===== src/rtl/flash_host_regs.vh =====
`ifndef FLASH_HOST_REGS_VH
`define FLASH_HOST_REGS_VH

// Register offsets of the controller
`define REG_CMD 8'h00
`define REG_ADDR 8'h04
`define REG_WDATA 8'h08
`define REG_RDATA 8'h0C
`define REG_STAT 8'h10
`define REG_CFG 8'h14

// Order word fields
`define CMD_OP_LSB 0
`define CMD_OP_MSB 2
`define CMD_CODE_LSB 8
`define CMD_CODE_MSB 15

// Order kinds
`define OP_SINGLE 3'h1
`define OP_SEQ 3'h2
`define OP_READ 3'h3
`define OP_RESET 3'h4

// Flash command codes
`define FC_READ_ARRAY 8'hFF
`define FC_READ_CONFIG 8'h90
`define FC_READ_QUERY 8'h98
`define FC_READ_STATUS 8'h70
`define FC_CLEAR_STATUS 8'h50
`define FC_ERASE_SETUP 8'h20
`define FC_CONFIRM 8'hD0
`define FC_WRITE_SETUP 8'h40
`define FC_WRITE_ALT 8'h10
`define FC_SUSPEND 8'hB0
`define FC_LOCK_SETUP 8'h60
`define FC_PROT_SETUP 8'hC0

// Tracked device read modes
`define MODE_ARRAY 2'h0
`define MODE_CONFIG 2'h1
`define MODE_QUERY 2'h2
`define MODE_STATUS 2'h3

// Status register bits
`define STAT_BUSY 0
`define STAT_REFUSED 1
`define STAT_MODE_LSB 2
`define STAT_MODE_MSB 3
`define STAT_SUPPLY 4
`define STAT_CLEAN 5

// Config register bits
`define CFG_WP 0

// Reset values
`define CFG_WP_RST 1'h0
`define SR_AFTER_RESET 16'h0080

// Timing
`define CLK_PERIOD_NS 20
`define RST_LOW_NS 100
`define RST_LOW_CYC ((`RST_LOW_NS + `CLK_PERIOD_NS - 1) / `CLK_PERIOD_NS)
`define WR_PULSE_CYC_DEF 8'h03
`define ACCESS_CYC_DEF 8'h06
`define EXIT_CYC_DEF 8'h04

`endif


===== src/rtl/flash_host_ctrl_unused_none.v =====
`timescale 1ns/10ps
`default_nettype none
`default_nettype wire


===== src/rtl/flash_host_ctrl.v =====
`timescale 1ns/10ps
`default_nettype none
`include "flash_host_regs.vh"

// Function
// - Reset pin held low at least 100ns; device floats and powers down.
// - After reset mode may be array or interrupted; host reads status.
// - Write needs write strobe and select low; latched at first rise.
// - Pin levels choose read, write, standby, output disable or reset.
// - Host holds write-protect high while programming or erasing.
// - Status latched on select or output enable fall; toggle between reads.
// - Sector erase is 20H then D0H at an address in the sector.
// - Word write is 40H or 10H then address and data.
// - Protection program is C0H then data to a protection address.
module flash_host_ctrl #(
    parameter [7:0] WP_CYC = `WR_PULSE_CYC_DEF,
    parameter [7:0] ACC_CYC = `ACCESS_CYC_DEF,
    parameter [7:0] EXIT_CYC = `EXIT_CYC_DEF
) (
    input wire clk_sys,
    input wire rst_b,
    input wire [7:0] reg_addr,
    input wire [31:0] reg_wdata,
    input wire reg_wr,
    input wire reg_rd,
    output wire [31:0] reg_rdata,
    input wire prog_supply_ok,
    output wire [21:0] flash_addr,
    input wire [15:0] data_pins_in,
    output wire [15:0] data_pins_out,
    output wire data_pins_oe,
    output wire flash_ce_b,
    output wire flash_oe_b,
    output wire flash_we_b,
    output wire flash_rst_b,
    output wire flash_wp
);

    localparam [7:0] S_IDLE = 8'h01;
    localparam [7:0] S_RLOW = 8'h02;
    localparam [7:0] S_RWAIT = 8'h04;
    localparam [7:0] S_WSET = 8'h08;
    localparam [7:0] S_WPUL = 8'h10;
    localparam [7:0] S_WHLD = 8'h20;
    localparam [7:0] S_RACC = 8'h40;
    localparam [7:0] S_GAP = 8'h80;
    localparam integer RST_CYC_INT = `RST_LOW_CYC;
    localparam [7:0] RST_CYC = RST_CYC_INT[7:0];

    reg [7:0] state_ff;
    reg [7:0] cnt_ff;
    reg [21:0] addr_ff;
    reg [15:0] wdata_ff;
    reg cfg_wp_ff;
    reg refused_ff;
    reg [1:0] mode_ff;
    reg [1:0] pmode_ff;
    reg [15:0] rdata_ff;
    reg clean_ff;
    reg after_rst_ff;
    reg [15:0] w2_ff;
    reg two_ff;
    reg rd_pend_ff;
    reg [21:0] fa_ff;
    reg [15:0] dq_out_ff;
    reg dq_oe_ff;
    reg ce_b_ff;
    reg oe_b_ff;
    reg we_b_ff;
    reg rst_pin_b_ff;
    reg wp_ff;
    reg [31:0] bus_rdata_ff;

    wire cmd_go = reg_wr && (reg_addr == `REG_CMD);
    wire stat_clr = reg_wr && (reg_addr == `REG_STAT) && reg_wdata[`STAT_REFUSED];
    wire [2:0] op = reg_wdata[`CMD_OP_MSB:`CMD_OP_LSB];
    wire [7:0] code = reg_wdata[`CMD_CODE_MSB:`CMD_CODE_LSB];
    wire idle = (state_ff == S_IDLE);
    reg single_ok;
    reg [1:0] single_mode;
    reg seq_ok;
    reg needs_supply;

    ////////////////////////////////////////////////////////////////////////////
    // Order decode
    always @* begin
        single_ok = 1'b1;
        single_mode = mode_ff;
        seq_ok = 1'b1;
        needs_supply = 1'b1;
        case (code)
            `FC_READ_ARRAY: single_mode = `MODE_ARRAY;
            `FC_READ_CONFIG: single_mode = `MODE_CONFIG;
            `FC_READ_QUERY: single_mode = `MODE_QUERY;
            `FC_READ_STATUS: single_mode = `MODE_STATUS;
            `FC_CLEAR_STATUS: single_mode = mode_ff;
            `FC_SUSPEND: single_mode = `MODE_STATUS;
            `FC_CONFIRM: single_mode = `MODE_STATUS;
            default: single_ok = 1'b0;
        endcase
        case (code)
            `FC_ERASE_SETUP: needs_supply = 1'b1;
            `FC_WRITE_SETUP: needs_supply = 1'b1;
            `FC_WRITE_ALT: needs_supply = 1'b1;
            `FC_LOCK_SETUP: needs_supply = 1'b1;
            `FC_PROT_SETUP: needs_supply = 1'b0;
            default: seq_ok = 1'b0;
        endcase
        // Altering sequences except protection program (C0H) are held back while the supply is invalid
        if (needs_supply && !prog_supply_ok) begin
            seq_ok = 1'b0;
        end
    end

    ////////////////////////////////////////////////////////////////////////////
    // Software registers
    always @(posedge clk_sys or negedge rst_b) begin
        if (!rst_b) begin
            addr_ff <= 22'h000000;
            wdata_ff <= 16'h0000;
            cfg_wp_ff <= `CFG_WP_RST;
        end else if (reg_wr) begin
            case (reg_addr)
                `REG_ADDR: addr_ff <= reg_wdata[21:0];
                `REG_WDATA: wdata_ff <= reg_wdata[15:0];
                `REG_CFG: cfg_wp_ff <= reg_wdata[`CFG_WP];
                default: cfg_wp_ff <= cfg_wp_ff;
            endcase
        end
    end

    // Read data, one cycle after the read strobe, zero otherwise
    always @(posedge clk_sys or negedge rst_b) begin
        if (!rst_b) begin
            bus_rdata_ff <= 32'h00000000;
        end else if (reg_rd) begin
            case (reg_addr)
                `REG_ADDR: bus_rdata_ff <= {10'h000, addr_ff};
                `REG_WDATA: bus_rdata_ff <= {16'h0000, wdata_ff};
                `REG_RDATA: bus_rdata_ff <= {16'h0000, rdata_ff};
                `REG_STAT: bus_rdata_ff <= {26'h0000000, clean_ff, prog_supply_ok,
                    mode_ff, refused_ff, !idle};
                `REG_CFG: bus_rdata_ff <= {31'h00000000, cfg_wp_ff};
                default: bus_rdata_ff <= 32'h00000000;
            endcase
        end else begin
            bus_rdata_ff <= 32'h00000000;
        end
    end

    ////////////////////////////////////////////////////////////////////////////
    // Pin sequencer
    always @(posedge clk_sys or negedge rst_b) begin
        if (!rst_b) begin
            state_ff <= S_IDLE;
            cnt_ff <= 8'h00;
            refused_ff <= 1'b0;
            mode_ff <= `MODE_ARRAY;
            pmode_ff <= `MODE_ARRAY;
            rdata_ff <= 16'h0000;
            clean_ff <= 1'b0;
            after_rst_ff <= 1'b0;
            w2_ff <= 16'h0000;
            two_ff <= 1'b0;
            rd_pend_ff <= 1'b0;
            fa_ff <= 22'h000000;
            dq_out_ff <= 16'h0000;
            dq_oe_ff <= 1'b0;
            ce_b_ff <= 1'b1;
            oe_b_ff <= 1'b1;
            we_b_ff <= 1'b1;
            rst_pin_b_ff <= 1'b1;
            wp_ff <= `CFG_WP_RST;
        end else begin
            // Refused order flag: a new refusal wins over the clear
            if (cmd_go && (!idle || !((op == `OP_SINGLE && single_ok) ||
                (op == `OP_SEQ && seq_ok) || op == `OP_READ || op == `OP_RESET))) begin
                refused_ff <= 1'b1;
            end else if (stat_clr) begin
                refused_ff <= 1'b0;
            end
            case (state_ff)
                S_IDLE: begin
                    wp_ff <= cfg_wp_ff;
                    // Idle keeps select high so the device sits in standby
                    ce_b_ff <= 1'b1;
                    if (cmd_go && op == `OP_SINGLE && single_ok) begin
                        fa_ff <= addr_ff;
                        dq_out_ff <= {8'h00, code};
                        dq_oe_ff <= 1'b1;
                        ce_b_ff <= 1'b0;
                        two_ff <= 1'b0;
                        rd_pend_ff <= 1'b0;
                        pmode_ff <= single_mode;
                        state_ff <= S_WSET;
                    end else if (cmd_go && op == `OP_SEQ && seq_ok) begin
                        fa_ff <= addr_ff;
                        dq_out_ff <= {8'h00, code};
                        dq_oe_ff <= 1'b1;
                        ce_b_ff <= 1'b0;
                        wp_ff <= 1'b1;
                        // Erase confirm is fixed, others carry the data word
                        w2_ff <= (code == `FC_ERASE_SETUP) ? {8'h00, `FC_CONFIRM} :
                            wdata_ff;
                        two_ff <= 1'b1;
                        rd_pend_ff <= 1'b0;
                        pmode_ff <= `MODE_STATUS;
                        state_ff <= S_WSET;
                    end else if (cmd_go && op == `OP_READ) begin
                        fa_ff <= addr_ff;
                        ce_b_ff <= 1'b0;
                        oe_b_ff <= 1'b0;
                        cnt_ff <= ACC_CYC - 8'h01;
                        pmode_ff <= mode_ff;
                        state_ff <= S_RACC;
                    end else if (cmd_go && op == `OP_RESET) begin
                        rst_pin_b_ff <= 1'b0;
                        oe_b_ff <= 1'b1;
                        we_b_ff <= 1'b1;
                        dq_oe_ff <= 1'b0;
                        cnt_ff <= RST_CYC - 8'h01;
                        state_ff <= S_RLOW;
                    end
                end
                S_RLOW: begin
                    cnt_ff <= cnt_ff - 8'h01;
                    if (cnt_ff == 8'h00) begin
                        rst_pin_b_ff <= 1'b1;
                        cnt_ff <= EXIT_CYC - 8'h01;
                        state_ff <= S_RWAIT;
                    end
                end
                S_RWAIT: begin
                    cnt_ff <= cnt_ff - 8'h01;
                    if (cnt_ff == 8'h00) begin
                        mode_ff <= `MODE_ARRAY;
                        // Ask for status to learn whether a job was cut short
                        dq_out_ff <= {8'h00, `FC_READ_STATUS};
                        dq_oe_ff <= 1'b1;
                        ce_b_ff <= 1'b0;
                        two_ff <= 1'b0;
                        rd_pend_ff <= 1'b1;
                        after_rst_ff <= 1'b1;
                        pmode_ff <= `MODE_STATUS;
                        state_ff <= S_WSET;
                    end
                end
                S_WSET: begin
                    we_b_ff <= 1'b0;
                    cnt_ff <= WP_CYC - 8'h01;
                    state_ff <= S_WPUL;
                end
                S_WPUL: begin
                    cnt_ff <= cnt_ff - 8'h01;
                    if (cnt_ff == 8'h00) begin
                        we_b_ff <= 1'b1;
                        state_ff <= S_WHLD;
                    end
                end
                S_WHLD: begin
                    // Select rises after the write strobe; data still driven here
                    ce_b_ff <= 1'b1;
                    dq_oe_ff <= 1'b0;
                    state_ff <= S_GAP;
                end
                S_RACC: begin
                    cnt_ff <= cnt_ff - 8'h01;
                    if (cnt_ff == 8'h00) begin
                        rdata_ff <= data_pins_in;
                        if (after_rst_ff) begin
                            clean_ff <= (data_pins_in == `SR_AFTER_RESET);
                            after_rst_ff <= 1'b0;
                        end
                        // Both rise so the next read latches fresh status
                        ce_b_ff <= 1'b1;
                        oe_b_ff <= 1'b1;
                        rd_pend_ff <= 1'b0;
                        state_ff <= S_GAP;
                    end
                end
                S_GAP: begin
                    if (two_ff) begin
                        dq_out_ff <= w2_ff;
                        dq_oe_ff <= 1'b1;
                        ce_b_ff <= 1'b0;
                        two_ff <= 1'b0;
                        state_ff <= S_WSET;
                    end else if (rd_pend_ff) begin
                        ce_b_ff <= 1'b0;
                        oe_b_ff <= 1'b0;
                        cnt_ff <= ACC_CYC - 8'h01;
                        state_ff <= S_RACC;
                    end else begin
                        mode_ff <= pmode_ff;
                        wp_ff <= cfg_wp_ff;
                        state_ff <= S_IDLE;
                    end
                end
                default: begin
                    ce_b_ff <= 1'b1;
                    oe_b_ff <= 1'b1;
                    we_b_ff <= 1'b1;
                    dq_oe_ff <= 1'b0;
                    state_ff <= S_IDLE;
                end
            endcase
        end
    end

    assign reg_rdata = bus_rdata_ff;
    assign flash_addr = fa_ff;
    assign data_pins_out = dq_out_ff;
    assign data_pins_oe = dq_oe_ff;
    assign flash_ce_b = ce_b_ff;
    assign flash_oe_b = oe_b_ff;
    assign flash_we_b = we_b_ff;
    assign flash_rst_b = rst_pin_b_ff;
    assign flash_wp = wp_ff;

endmodule // flash_host_ctrl
`default_nettype wire


===== config.mk =====
export PLATFORM = sky130hd
export DESIGN_NAME = flash_host_ctrl
export DESIGN_NICKNAME = d
export VERILOG_FILES = /design/src/rtl/flash_host_ctrl_unused_none.v /design/src/rtl/flash_host_ctrl.v
export VERILOG_INCLUDE_DIRS = /design/src /design/src/rtl
export SDC_FILE = /design/constraint.sdc
export NUM_CORES = 1
export LEC_CHECK = 0
export BUFFER_PORTS_ARGS = -buffer_cell sky130_fd_sc_hd__buf_2
export CAP_MARGIN = 15
export CORE_ASPECT_RATIO = 1.25
export CORE_MARGIN = 8
export CORE_UTILIZATION = 50
export CTS_BUF_LIST = sky130_fd_sc_hd__clkbuf_8 sky130_fd_sc_hd__clkbuf_16
export DETAILED_ROUTE_END_ITERATION = 10
export PLACE_DENSITY = 0.76
export SETUP_SLACK_MARGIN = 0.4
export SYNTH_ARGS = -nofsm -noshare
export SYNTH_HDL_FRONTEND = slang
export SYNTH_SLANG_ARGS = --single-unit

===== constraint.sdc =====
create_clock -name clk_sys -period 2.75 [get_ports clk_sys]
set_input_delay 0.4125 -clock clk_sys [delete_from_list [all_inputs] [get_ports clk_sys]]
set_output_delay 0.4125 -clock clk_sys [all_outputs]
set_load 0.05 [all_outputs]

; ---- Word level (Yosys, flattened, before mapping)
; Cells that the tools add are included.
[op_classes]
n_addsub = 1
div_mod_pow = 0
bitwise = 5
shift = 0
eq_ne = 49
muxes = 85
reduce_logical = 61
multipliers = 0
magnitude_cmp = 0
[ops]
columns = op, count
row1 = 8-bit 2-to-1 mux, 15
row2 = 22-bit one-hot mux with 5 select lines, 1
row3 = 16-bit 2-to-1 mux, 5
row4 = 22-bit 2-to-1 mux, 3
row5 = 8-bit one-hot mux with 8 select lines, 1
row6 = 8-bit equality test (second input constant), 7
row7 = 16-bit one-hot mux with 3 select lines, 1
row8 = 8-bit by 7-bit equality test with 1-bit output (second input constant), 5
row9 = 8-bit one-hot mux with 5 select lines, 1
row10 = 1-bit 2-to-1 mux, 36
row11 = 8-bit by 5-bit equality test with 1-bit output (second input constant), 4
row12 = 32-bit 2-to-1 mux, 1
row13 = 8-bit by 4-bit equality test with 1-bit output (second input constant), 3
row14 = 2-bit != test (second input constant), 11
row15 = 3-bit AND reduction, 6
row16 = 6-bit AND reduction, 3
row17 = 16-bit by 8-bit equality test with 1-bit output (second input constant), 1
row18 = 8-bit by 3-bit equality test with 1-bit output (second input constant), 2
row19 = 8-bit by 6-bit equality test with 1-bit output (second input constant), 2
row20 = 8-bit zero test, 2
row21 = 4-bit AND reduction, 4
row22 = 5-bit OR reduction, 3
row23 = 2-bit 2-to-1 mux, 7
row24 = 7-bit 2-to-1 mux, 2
row25 = 31 further kinds, 75
[totals]
mem_count = 0
latchBits = 0
inputBits = 61
register_bits = 172
mem_bits_rw = 0
romBits = 0
output_inout_bits = 76

; ---- Depth between registers and ports, before layout
; Gate-level depths: netlist of run 1.
[depth]
word_depth = 12
depth_mapped = 10
ltp_nobuf = 9

; ---- Worst setup path before layout of run 1
; OpenSTA, ideal clock, no wires.
[synth_timing]
kind = input-to-reg
from = input port reg_addr[1]
to = register dq_out_ff[0] (netlist: data_pins_out[0])
stages = 9
required_ns = 2.625
arrival_ns = 2.582
slack_ns = 0.044
setup_ns = 0.125
path_cell_list = or4_1 nor4_4 nor2_1 a311oi_1 o31ai_1 a21o_1 buf_4 inv_4 mux2_2
[synth_between]
elab_chain_cells = 6
word_cells_on_any_way = 10
cone_classes = 1 x eq/ne / 2 x mux / 7 x reduce/logical
[synth_rtl]
columns = item, line
row1 = from (decl), flash_host_ctrl.v:22  ; input wire [7:0] reg_addr,
row2 = 8-bit zero test (no source line) *, -
row3 = 1-bit logical AND *, flash_host_ctrl.v:74  ; wire cmd_go = reg_wr && (reg_addr == `REG_CMD);
row4 = 1-bit logical AND (no source line), -
row5 = 1-bit logical AND (on tied branches), "flash_host_ctrl.v:187, flash_host_ctrl.v:196"
row6 = 3-bit by 1-bit != test with 1-bit output (no source line) / 16-bit 2-to-1 mux (equally long branches), -
row7 = 4-bit AND reduction (no source line) / 16-bit one-hot mux with 3 select lines (equally long branches), -
row8 = to (signal assigned), flash_host_ctrl.v:189  ; dq_out_ff <= {8'h00, code};
row9 = to (signal assigned), flash_host_ctrl.v:198  ; dq_out_ff <= {8'h00, code};
row10 = to (signal assigned), flash_host_ctrl.v:238  ; dq_out_ff <= {8'h00, `FC_READ_STATUS};
row11 = to (decl), flash_host_ctrl.v:65  ; reg [15:0] dq_out_ff;
; Every way passes the cells marked *; elsewhere a longest branch is shown, timed or not.
; A chain may end at the register's enable or synchronous reset.

; ---- Worst setup path after layout of run 1
[layout_timing]
from = register state_ff[3]
to = register dq_out_ff[4] (netlist: data_pins_out[4])
[layout_between]
elab_chain_cells = 3
word_cells_on_any_way = 9
cone_classes = 6 x eq/ne / 1 x mux / 2 x reduce/logical
[layout_rtl]
columns = item, line
row1 = from (decl), flash_host_ctrl.v:50  ; reg [7:0] state_ff;
row2 = from (signal assigned), flash_host_ctrl.v:155  ; state_ff <= S_IDLE;
row3 = from (signal assigned), flash_host_ctrl.v:195  ; state_ff <= S_WSET;
row4 = from (signal assigned), flash_host_ctrl.v:208  ; state_ff <= S_WSET;
row5 = "8-bit by 1-bit equality test with 1-bit output, or another cell as far along", flash_host_ctrl.v:182  ; case (state_ff)
row6 = "3-bit by 1-bit != test with 1-bit output (no source line), or another cell as far along", -
row7 = 4-bit AND reduction (no source line), -
; Several ways; a longest one is shown, not always the timed one.

==> run_summary.xml, run 1 <==
<?xml version="1.0" encoding="UTF-8"?>
<metrics>
  <group name="global_routing">
    <metric name="wire_length_of_the_first_global_routing_pass" unit="microns">33800</metric>
    <metric name="initial_antenna_violation_count" unit="">0</metric>
    <metric name="grt_max_degree" unit="">69</metric>
    <metric name="first_global_vias" unit="">6173</metric>
    <metric name="grt_overflow" unit="">0</metric>
    <metric name="grt_util_all_layers" unit="">0.223</metric>
  </group>
  <group name="drt">
    <metric name="detail_route.first_pass.iterations" unit="">5</metric>
    <metric name="remaining_drc_errors" unit="">0</metric>
    <metric name="antenna_left" unit="">0</metric>
    <metric name="routed-via-count" unit="">5937</metric>
    <metric name="drtIter0Drc" unit="">495</metric>
    <metric name="route.final.wire_length" unit="microns">21100</metric>
    <metric name="vias_per_cell" unit="">5.77</metric>
    <metric name="wl_per_cell" unit="microns">20.5</metric>
  </group>
  <group name="logic_synthesis">
    <metric name="synth_largest_area_cell" unit="">dfrtp_1</metric>
    <metric name="synth_cells" unit="">656</metric>
    <metric name="postSynth.asyncResetShare" unit="">1.00</metric>
    <metric name="synth-edff-count" unit="">0</metric>
    <metric name="seq_area_frac_synth" unit="">0.540</metric>
    <metric name="syn_area_per_cell" unit="sq um">11.5</metric>
    <metric name="yosysWarnings" unit="">0</metric>
    <metric name="yosys_register_bits" unit="">162</metric>
    <metric name="netlist-cell-type-count" unit="">66</metric>
    <metric name="synth_top_cells_by_area" unit="">dfrtp_1 52%, mux2_2 11%, mux2_4 4.0%, nand2_1 3.1%, nor2_1 2.9%</metric>
    <metric name="most_instantiated_flip_flop_cell_in_the_synthesis_netlist" unit="">dfrtp_1</metric>
    <metric name="synth_top_area_share" unit="">0.522</metric>
    <metric name="cell_area_after_synthesis" unit="sq um">7520</metric>
  </group>
  <group name="worst_setup_path">
    <metric name="timing.critical_path.to_type" unit="">flip-flop</metric>
    <metric name="slowest_delay" unit="ps">440</metric>
    <metric name="path_max_fanout" unit="">5</metric>
    <metric name="start_kind" unit="">flip-flop</metric>
    <metric name="crit_type" unit="">flip-flop to flip-flop</metric>
    <metric name="critical_path.cell_chain" unit="">nor4_4 &gt; buf_4 &gt; nand4b_1 &gt; and2_4 &gt; a311oi_4 &gt; o31ai_4 &gt; a21o_4 &gt; inv_8 &gt; mux2_4</metric>
    <metric name="worst-path-buf-inv" unit="">2</metric>
    <metric name="worst_path_dominant_cell_family" unit="">compound AO/OA/AOI/OAI gates</metric>
    <metric name="cpMaxStageDelayCell" unit="">dfrtp_2</metric>
    <metric name="critPathRequiredTime" unit="ps">3060</metric>
    <metric name="arrival" unit="ps">2740</metric>
  </group>
  <group name="sta">
    <metric name="max_freq" unit="MHz">410</metric>
    <metric name="finalSetupViolCount" unit="">0</metric>
    <metric name="final-max-slew-violation-count" unit="">0</metric>
    <metric name="final.period_utilization" unit="">0.886</metric>
    <metric name="setup_repair_after_global_routing_missed_its_margin" unit="">yes</metric>
    <metric name="worst_pin_slew" unit="ps">542</metric>
    <metric name="final-hold-violation-count" unit="">0</metric>
    <metric name="slew-limit-headroom" unit="">0.636</metric>
    <metric name="worst_clock_skew" unit="ps">5.79</metric>
    <metric name="worst_setup_slack_after_layout" unit="ps">312</metric>
    <metric name="period_minus_slack" unit="ps">2440</metric>
  </group>
  <group name="flow_run">
    <metric name="max_capacitance_violation_total" unit="">0</metric>
  </group>
  <group name="die">
    <metric name="initial_utilization" unit="">0.507</metric>
    <metric name="ioPinCount" unit="">137</metric>
    <metric name="placeableCoreArea" unit="sq um">14800</metric>
    <metric name="die_width" unit="microns">126</metric>
    <metric name="dieHeight" unit="microns">153</metric>
    <metric name="fp-row-count" unit="">50</metric>
    <metric name="fp.dieArea" unit="sq um">19200</metric>
  </group>
  <group name="clock_network">
    <metric name="cts_buf_count" unit="">17</metric>
    <metric name="clock_latency" unit="ps">430</metric>
    <metric name="ctsRootBufferMaster" unit="">clkbuf_16</metric>
    <metric name="tritoncts" unit="">yes</metric>
    <metric name="cts.sinks" unit="">162</metric>
    <metric name="clock_tree.htree_level_count" unit="">4</metric>
    <metric name="clk_transition_reported_paths" unit="ps">60</metric>
    <metric name="clk_path_buf_depth" unit="">2</metric>
  </group>
  <group name="power">
    <metric name="power_switching_share" unit="">0.237</metric>
    <metric name="power_report.internal_total" unit="uW">3880</metric>
    <metric name="vdd_ir_drop_max" unit="mV">0.330</metric>
    <metric name="share_seq_of_total_power" unit="">0.490</metric>
    <metric name="power.share.clock" unit="">0.440</metric>
    <metric name="power_density" unit="nW/um^2">532</metric>
    <metric name="power.combinational.fraction" unit="">0.070</metric>
    <metric name="finalPower" unit="uW">5080</metric>
    <metric name="power_switching" unit="uW">1210</metric>
    <metric name="leakage" unit="uW">0.00482</metric>
  </group>
  <group name="placement">
    <metric name="dp_slack" unit="ps">-138</metric>
    <metric name="port_buffers" unit="">116</metric>
    <metric name="placement.cell_area" unit="sq um">8590</metric>
    <metric name="dpl.cell_count" unit="">974</metric>
    <metric name="routabilityCongestion" unit="">0.901</metric>
    <metric name="detailedPlacementHpwl" unit="microns">15400</metric>
  </group>
  <group name="finish">
    <metric name="post-route-cell-area" unit="sq um">9560</metric>
    <metric name="layout-drive-gt1-share" unit="">0.416</metric>
    <metric name="finish.cell_count_without_fillers" unit="">1029</metric>
    <metric name="finish.net_count" unit="">898</metric>
    <metric name="layout-area-overhead-vs-synth" unit="%">27.1</metric>
    <metric name="insertedDiodeCount" unit="">0</metric>
    <metric name="nFillCells" unit="">1162</metric>
  </group>
  <group name="status">
    <metric name="status" unit="">finished clean</metric>
  </group>
  <group name="min_path">
    <metric name="hold_path.class" unit="">input port to flip-flop</metric>
  </group>
</metrics>
registers in the layout (all words and copies together) (netlist names), 2 cells and up:
name           count
addr_ff           22
cnt_ff             8
data_pins_out     16
flash_addr        22
mode_ff            2
pmode_ff           2
rdata_ff          16
reg_rdata         22
state_ff           8
w2_ff             16
wdata_ff          16
final timing paths:
path | to | depth (start not counted) | slack, ps | start
setup / recovery | data_pins_out[4] | 9 | 310 | state_ff[3]
hold / removal | addr_ff[19] | 2 | 220 | reg_wdata[19]
setup reg to reg | data_pins_out[4] | 9 | 310 | state_ff[3]
hold reg to reg | flash_rst_b | 2 | 480 | flash_rst_b
max in group asynchronous | w2_ff[10] | 3 | 1510 | rst_b
min in group asynchronous | cnt_ff[5] | 2 | 510 | rst_b
synthesized netlist by cell type, types with 12 or more instances:
library cell / number
nand3_1: 12
mux2_4: 20
dfrtp_1: 157
and3_1: 13
nand2_1: 62
a22o_1: 12
nor2_1: 58
mux2_2: 73
o21ai_0: 38
a21oi_1: 15
clkbuf_1: 18
area by class of cell:
class / count / area (sq um) / share of cell area
sequential: 162 / 4070 / 0.425
clock inverter: 14 / 128 / 0.0134
timing repair buffer: 186 / 1210 / 0.127
tap: 182 / 228 / 0.0238
inverter: 12 / 52.6 / 0.00550
clock buffer: 17 / 425 / 0.0445
timing repair inverter: 1 / 6.26 / 0.000655
multi-input combinational: 455 / 3440 / 0.360
power groups by stage:
stage          Combinational [uW]  Clock [uW]  Sequential (uW)
2_1_floorplan                 177           0             2530
3_3_place_gp                  333           0             2530
3_5_place_dp                  344           0             2530
4_1_cts                       352        2270             2490
5_1_grt                       387        2360             2500
6_report                      354        2240             2490
layout by cell type (no fill, tap or decap), types with 5 or more instances in the layout:
cell,Yosys,routed
a21oi_1,15,14
a221oi_1,5,5
a22o_1,12,12
a22oi_1,11,11
and3_1,13,13
buf_2,4,112
buf_4,11,63
buf_6,2,5
clkbuf_16,0,17
conb_1,1,10
dfrtp_1,157,153
dfstp_2,5,5
inv_1,11,17
mux2_2,73,65
mux2_4,20,28
mux2i_1,5,5
nand2_1,62,61
nand2b_1,5,5
nand3_1,12,12
nand4_1,5,5
nand4b_1,6,6
nor2_1,58,54
nor2b_1,9,9
nor3_1,9,8
nor3b_1,6,6
o21ai_0,38,37
o31ai_1,8,7
logic make-up after synthesis:
family,share of synthesized area
AND/OR/NAND/NOR,0.152
multiplexers,0.156
buffers and inverters,0.0324
adder cells (fa/ha/maj),0.00333
XOR/XNOR,0.00466
AO/OA/AOI/OAI,0.111
flip-flops,0.540
other,0.000499
through the flow:
stage,setup TNS (ps),hold WS [ps],utilization
3_3_place_gp,-1950,383,0.580
2_1_floorplan,0,117,-
4_1_cts,0,204,0.637
6_report,0,217,0.645
3_5_place_dp,-2980,392,0.580
5_1_grt,0,207,0.645
repair_timing:
item / CTS / global route
resized for setup: 28 / 15
cloned: 3 / 0
setup endpoints to repair: 42 / 54
hold endpoints to repair: 44 / 0
pin swaps: 5 / 4
hold buffers: 1 / 0
buffers inserted: 13 / 7
routing by layer:
layer / GRT usage / wire length [microns] / vias up
li1: - / - / 2723
met1: 0.277 / 8980 / 2972
met2: 0.377 / 10700 / 208
met3: 0.0501 / 1160 / 34
met4: 0.0756 / 316 / 0
met5: 0 / 0 / -
Note: power is estimated with default switching activity, not from simulation.
==> run 2: changes to the inputs <==
- CORE_UTILIZATION: 50 -> 55
- PLACE_DENSITY: 0.76 -> 0.79
- clock period: 2.75 -> 2.25 ns (I/O delays scaled with it)
==> run_summary.xml, run 2 (synthesized netlist as in run 1, its figures left out) <==
<?xml version="1.0" encoding="UTF-8"?>
<metrics>
  <group name="clock_network">
    <metric name="ctsRootBufferMaster" unit="">clkbuf_16</metric>
    <metric name="clock_latency" unit="ps">440</metric>
    <metric name="tritoncts" unit="">yes</metric>
    <metric name="clock_tree.htree_level_count" unit="">4</metric>
    <metric name="cts.sinks" unit="">162</metric>
    <metric name="clk_transition_reported_paths" unit="ps">70</metric>
    <metric name="clk_path_buf_depth" unit="">2</metric>
    <metric name="cts_buf_count" unit="">17</metric>
  </group>
  <group name="worst_setup_path">
    <metric name="r2r_slack" unit="ps">-160</metric>
    <metric name="startpoint" unit="">state_ff[1]</metric>
    <metric name="cpMaxStageDelayCell" unit="">dfrtp_2</metric>
    <metric name="path_max_fanout" unit="">5</metric>
    <metric name="worstReg2RegStart" unit="">state_ff[1]</metric>
    <metric name="worst_path_dominant_cell_family" unit="">simple AND/OR/NAND/NOR gates</metric>
    <metric name="worst-path-buf-inv" unit="">1</metric>
    <metric name="timing.critical_path.to_type" unit="">flip-flop</metric>
    <metric name="crit_type" unit="">flip-flop to flip-flop</metric>
    <metric name="start_kind" unit="">flip-flop</metric>
    <metric name="arrival" unit="ps">2740</metric>
    <metric name="critical_path.cell_chain" unit="">nor4_4 &gt; nand4b_1 &gt; and2_4 &gt; a311oi_2 &gt; o31ai_2 &gt; a21o_4 &gt; inv_8 &gt; mux2_2</metric>
    <metric name="slowest_delay" unit="ps">450</metric>
    <metric name="critPathRequiredTime" unit="ps">2580</metric>
  </group>
  <group name="sta">
    <metric name="worst_setup_slack_after_layout" unit="ps">-162</metric>
    <metric name="worst_clock_skew" unit="ps">15.5</metric>
    <metric name="final.period_utilization" unit="">1.07</metric>
    <metric name="finalHoldWorstSlack" unit="ps">129</metric>
    <metric name="worst_pin_slew" unit="ps">610</metric>
    <metric name="setup_repair_after_global_routing_missed_its_margin" unit="">yes</metric>
    <metric name="finalSetupViolCount" unit="">41</metric>
    <metric name="slew-limit-headroom" unit="">0.590</metric>
    <metric name="max_freq" unit="MHz">415</metric>
    <metric name="period_minus_slack" unit="ps">2410</metric>
    <metric name="final-max-slew-violation-count" unit="">0</metric>
    <metric name="final-hold-violation-count" unit="">0</metric>
  </group>
  <group name="placement">
    <metric name="detailedPlacementHpwl" unit="microns">16000</metric>
    <metric name="placement.cell_area" unit="sq um">9110</metric>
    <metric name="routabilityCongestion" unit="">0.945</metric>
    <metric name="port_buffers" unit="">116</metric>
  </group>
  <group name="finish">
    <metric name="post-route-cell-area" unit="sq um">11000</metric>
    <metric name="multi_input_comb_area" unit="sq um">4010</metric>
    <metric name="final_common_cell" unit="">dfrtp_1</metric>
    <metric name="nFillCells" unit="">719</metric>
    <metric name="final_util" unit="">0.811</metric>
    <metric name="layout-area-overhead-vs-synth" unit="%">46.4</metric>
    <metric name="insertedDiodeCount" unit="">0</metric>
    <metric name="final_cell_mix" unit="">153 x dfrtp_1, 113 x buf_4, 110 x buf_2</metric>
    <metric name="layout-drive-gt1-share" unit="">0.545</metric>
    <metric name="finish.net_count" unit="">981</metric>
    <metric name="seqCellArea" unit="sq um">4070</metric>
  </group>
  <group name="power">
    <metric name="vdd_ir_drop_max" unit="mV">0.661</metric>
    <metric name="power_density" unit="nW/um^2">617</metric>
    <metric name="leakage" unit="uW">0.00547</metric>
    <metric name="power.combinational.fraction" unit="">0.082</metric>
    <metric name="share_seq_of_total_power" unit="">0.449</metric>
    <metric name="power_report.internal_total" unit="uW">5020</metric>
    <metric name="power.share.clock" unit="">0.470</metric>
    <metric name="power_switching" unit="uW">1780</metric>
    <metric name="power_switching_share" unit="">0.262</metric>
  </group>
  <group name="die">
    <metric name="ioPinCount" unit="">137</metric>
    <metric name="die_width" unit="microns">121</metric>
    <metric name="initial_utilization" unit="">0.554</metric>
    <metric name="fp-row-count" unit="">48</metric>
    <metric name="fp.dieArea" unit="sq um">17700</metric>
    <metric name="dieHeight" unit="microns">147</metric>
    <metric name="placeableCoreArea" unit="sq um">13600</metric>
  </group>
  <group name="global_routing">
    <metric name="wire_length_of_the_first_global_routing_pass" unit="microns">37100</metric>
    <metric name="first_global_vias" unit="">6873</metric>
    <metric name="grt_util_all_layers" unit="">0.268</metric>
    <metric name="initial_antenna_violation_count" unit="">0</metric>
    <metric name="grt_max_degree" unit="">58</metric>
    <metric name="grt_overflow" unit="">0</metric>
  </group>
  <group name="drt">
    <metric name="vias_per_cell" unit="">6.20</metric>
    <metric name="drtIter0Drc" unit="">615</metric>
    <metric name="wl_per_cell" unit="microns">24.6</metric>
    <metric name="antenna_left" unit="">0</metric>
    <metric name="route.final.wire_length" unit="microns">27200</metric>
    <metric name="remaining_drc_errors" unit="">0</metric>
    <metric name="detail_route.first_pass.iterations" unit="">8</metric>
    <metric name="routed-via-count" unit="">6861</metric>
  </group>
  <group name="flow_run">
    <metric name="max_capacitance_violation_total" unit="">0</metric>
  </group>
  <group name="status">
    <metric name="status" unit="">finished with violations</metric>
    <metric name="failing_checks" unit="">setup timing</metric>
  </group>
  <group name="min_path">
    <metric name="hold_path.class" unit="">input port to flip-flop</metric>
    <metric name="hp-start" unit="">reg_wdata[18]</metric>
  </group>
</metrics>
==> run 2: what timing repair did <==
item	CTS	global route
gates cloned	3	11
buffers inserted	16	24
gates resized for setup	59	119
setup endpoints to repair	114	120
pin swaps	19	40
hold endpoints to repair	50	0
hold buffers	1	0
==> run 2: per-layer routing <==
| layer | up-vias | wire length, microns | track usage |
|---|---|---|---|
| met4 | 0 | 1210 | 0.148 |
| met5 | - | 0 | 0 |
| li1 | 2906 | - | - |
| met1 | 3479 | 10100 | 0.320 |
| met2 | 373 | 14000 | 0.435 |
| met3 | 103 | 1940 | 0.0672 |
==> run 2: worst paths after layout <==
check                                          to  cells after the start
min in group asynchronous       data_pins_out[15]                      2
worst min-delay path                  addr_ff[18]                      2
worst max register to register   data_pins_out[0]                      8
worst min register to register        flash_rst_b                      2
max in group asynchronous             flash_rst_b                      3
worst max-delay path             data_pins_out[0]                      8
==> run 2: area by class of cell <==
cell class,count,area share
Clock buffer,18,0.0399
Tap cell,175,0.0199
Timing Repair inverter,1,0.000568
Multi-Input combinational cell,459,0.364
Clock inverter,14,0.0180
Sequential cell,162,0.369
Inverter,12,0.00477
Timing Repair Buffer,265,0.184
==> run 2: metrics by stage <==
step	std cells	total power, uW	TNS [ps]	worst slack (ps)
floorplan	665	3320	-9300	-306
global placement	1019	3550	-21640	-506
detailed placement	1019	3580	-25460	-547
CTS	1071	6690	-2470	-106
global route	1106	6960	-6330	-236
finish	1106	6790	-4650	-162
==> run 2: power by group through the flow <==
stage / clock network (uW) / logic (uW) / registers, uW
6_report: 3190 / 556 / 3050
5_1_grt: 3320 / 595 / 3050
4_1_cts: 3150 / 503 / 3040
3_5_place_dp: 0 / 489 / 3090
3_3_place_gp: 0 / 469 / 3080
2_1_floorplan: 0 / 225 / 3100
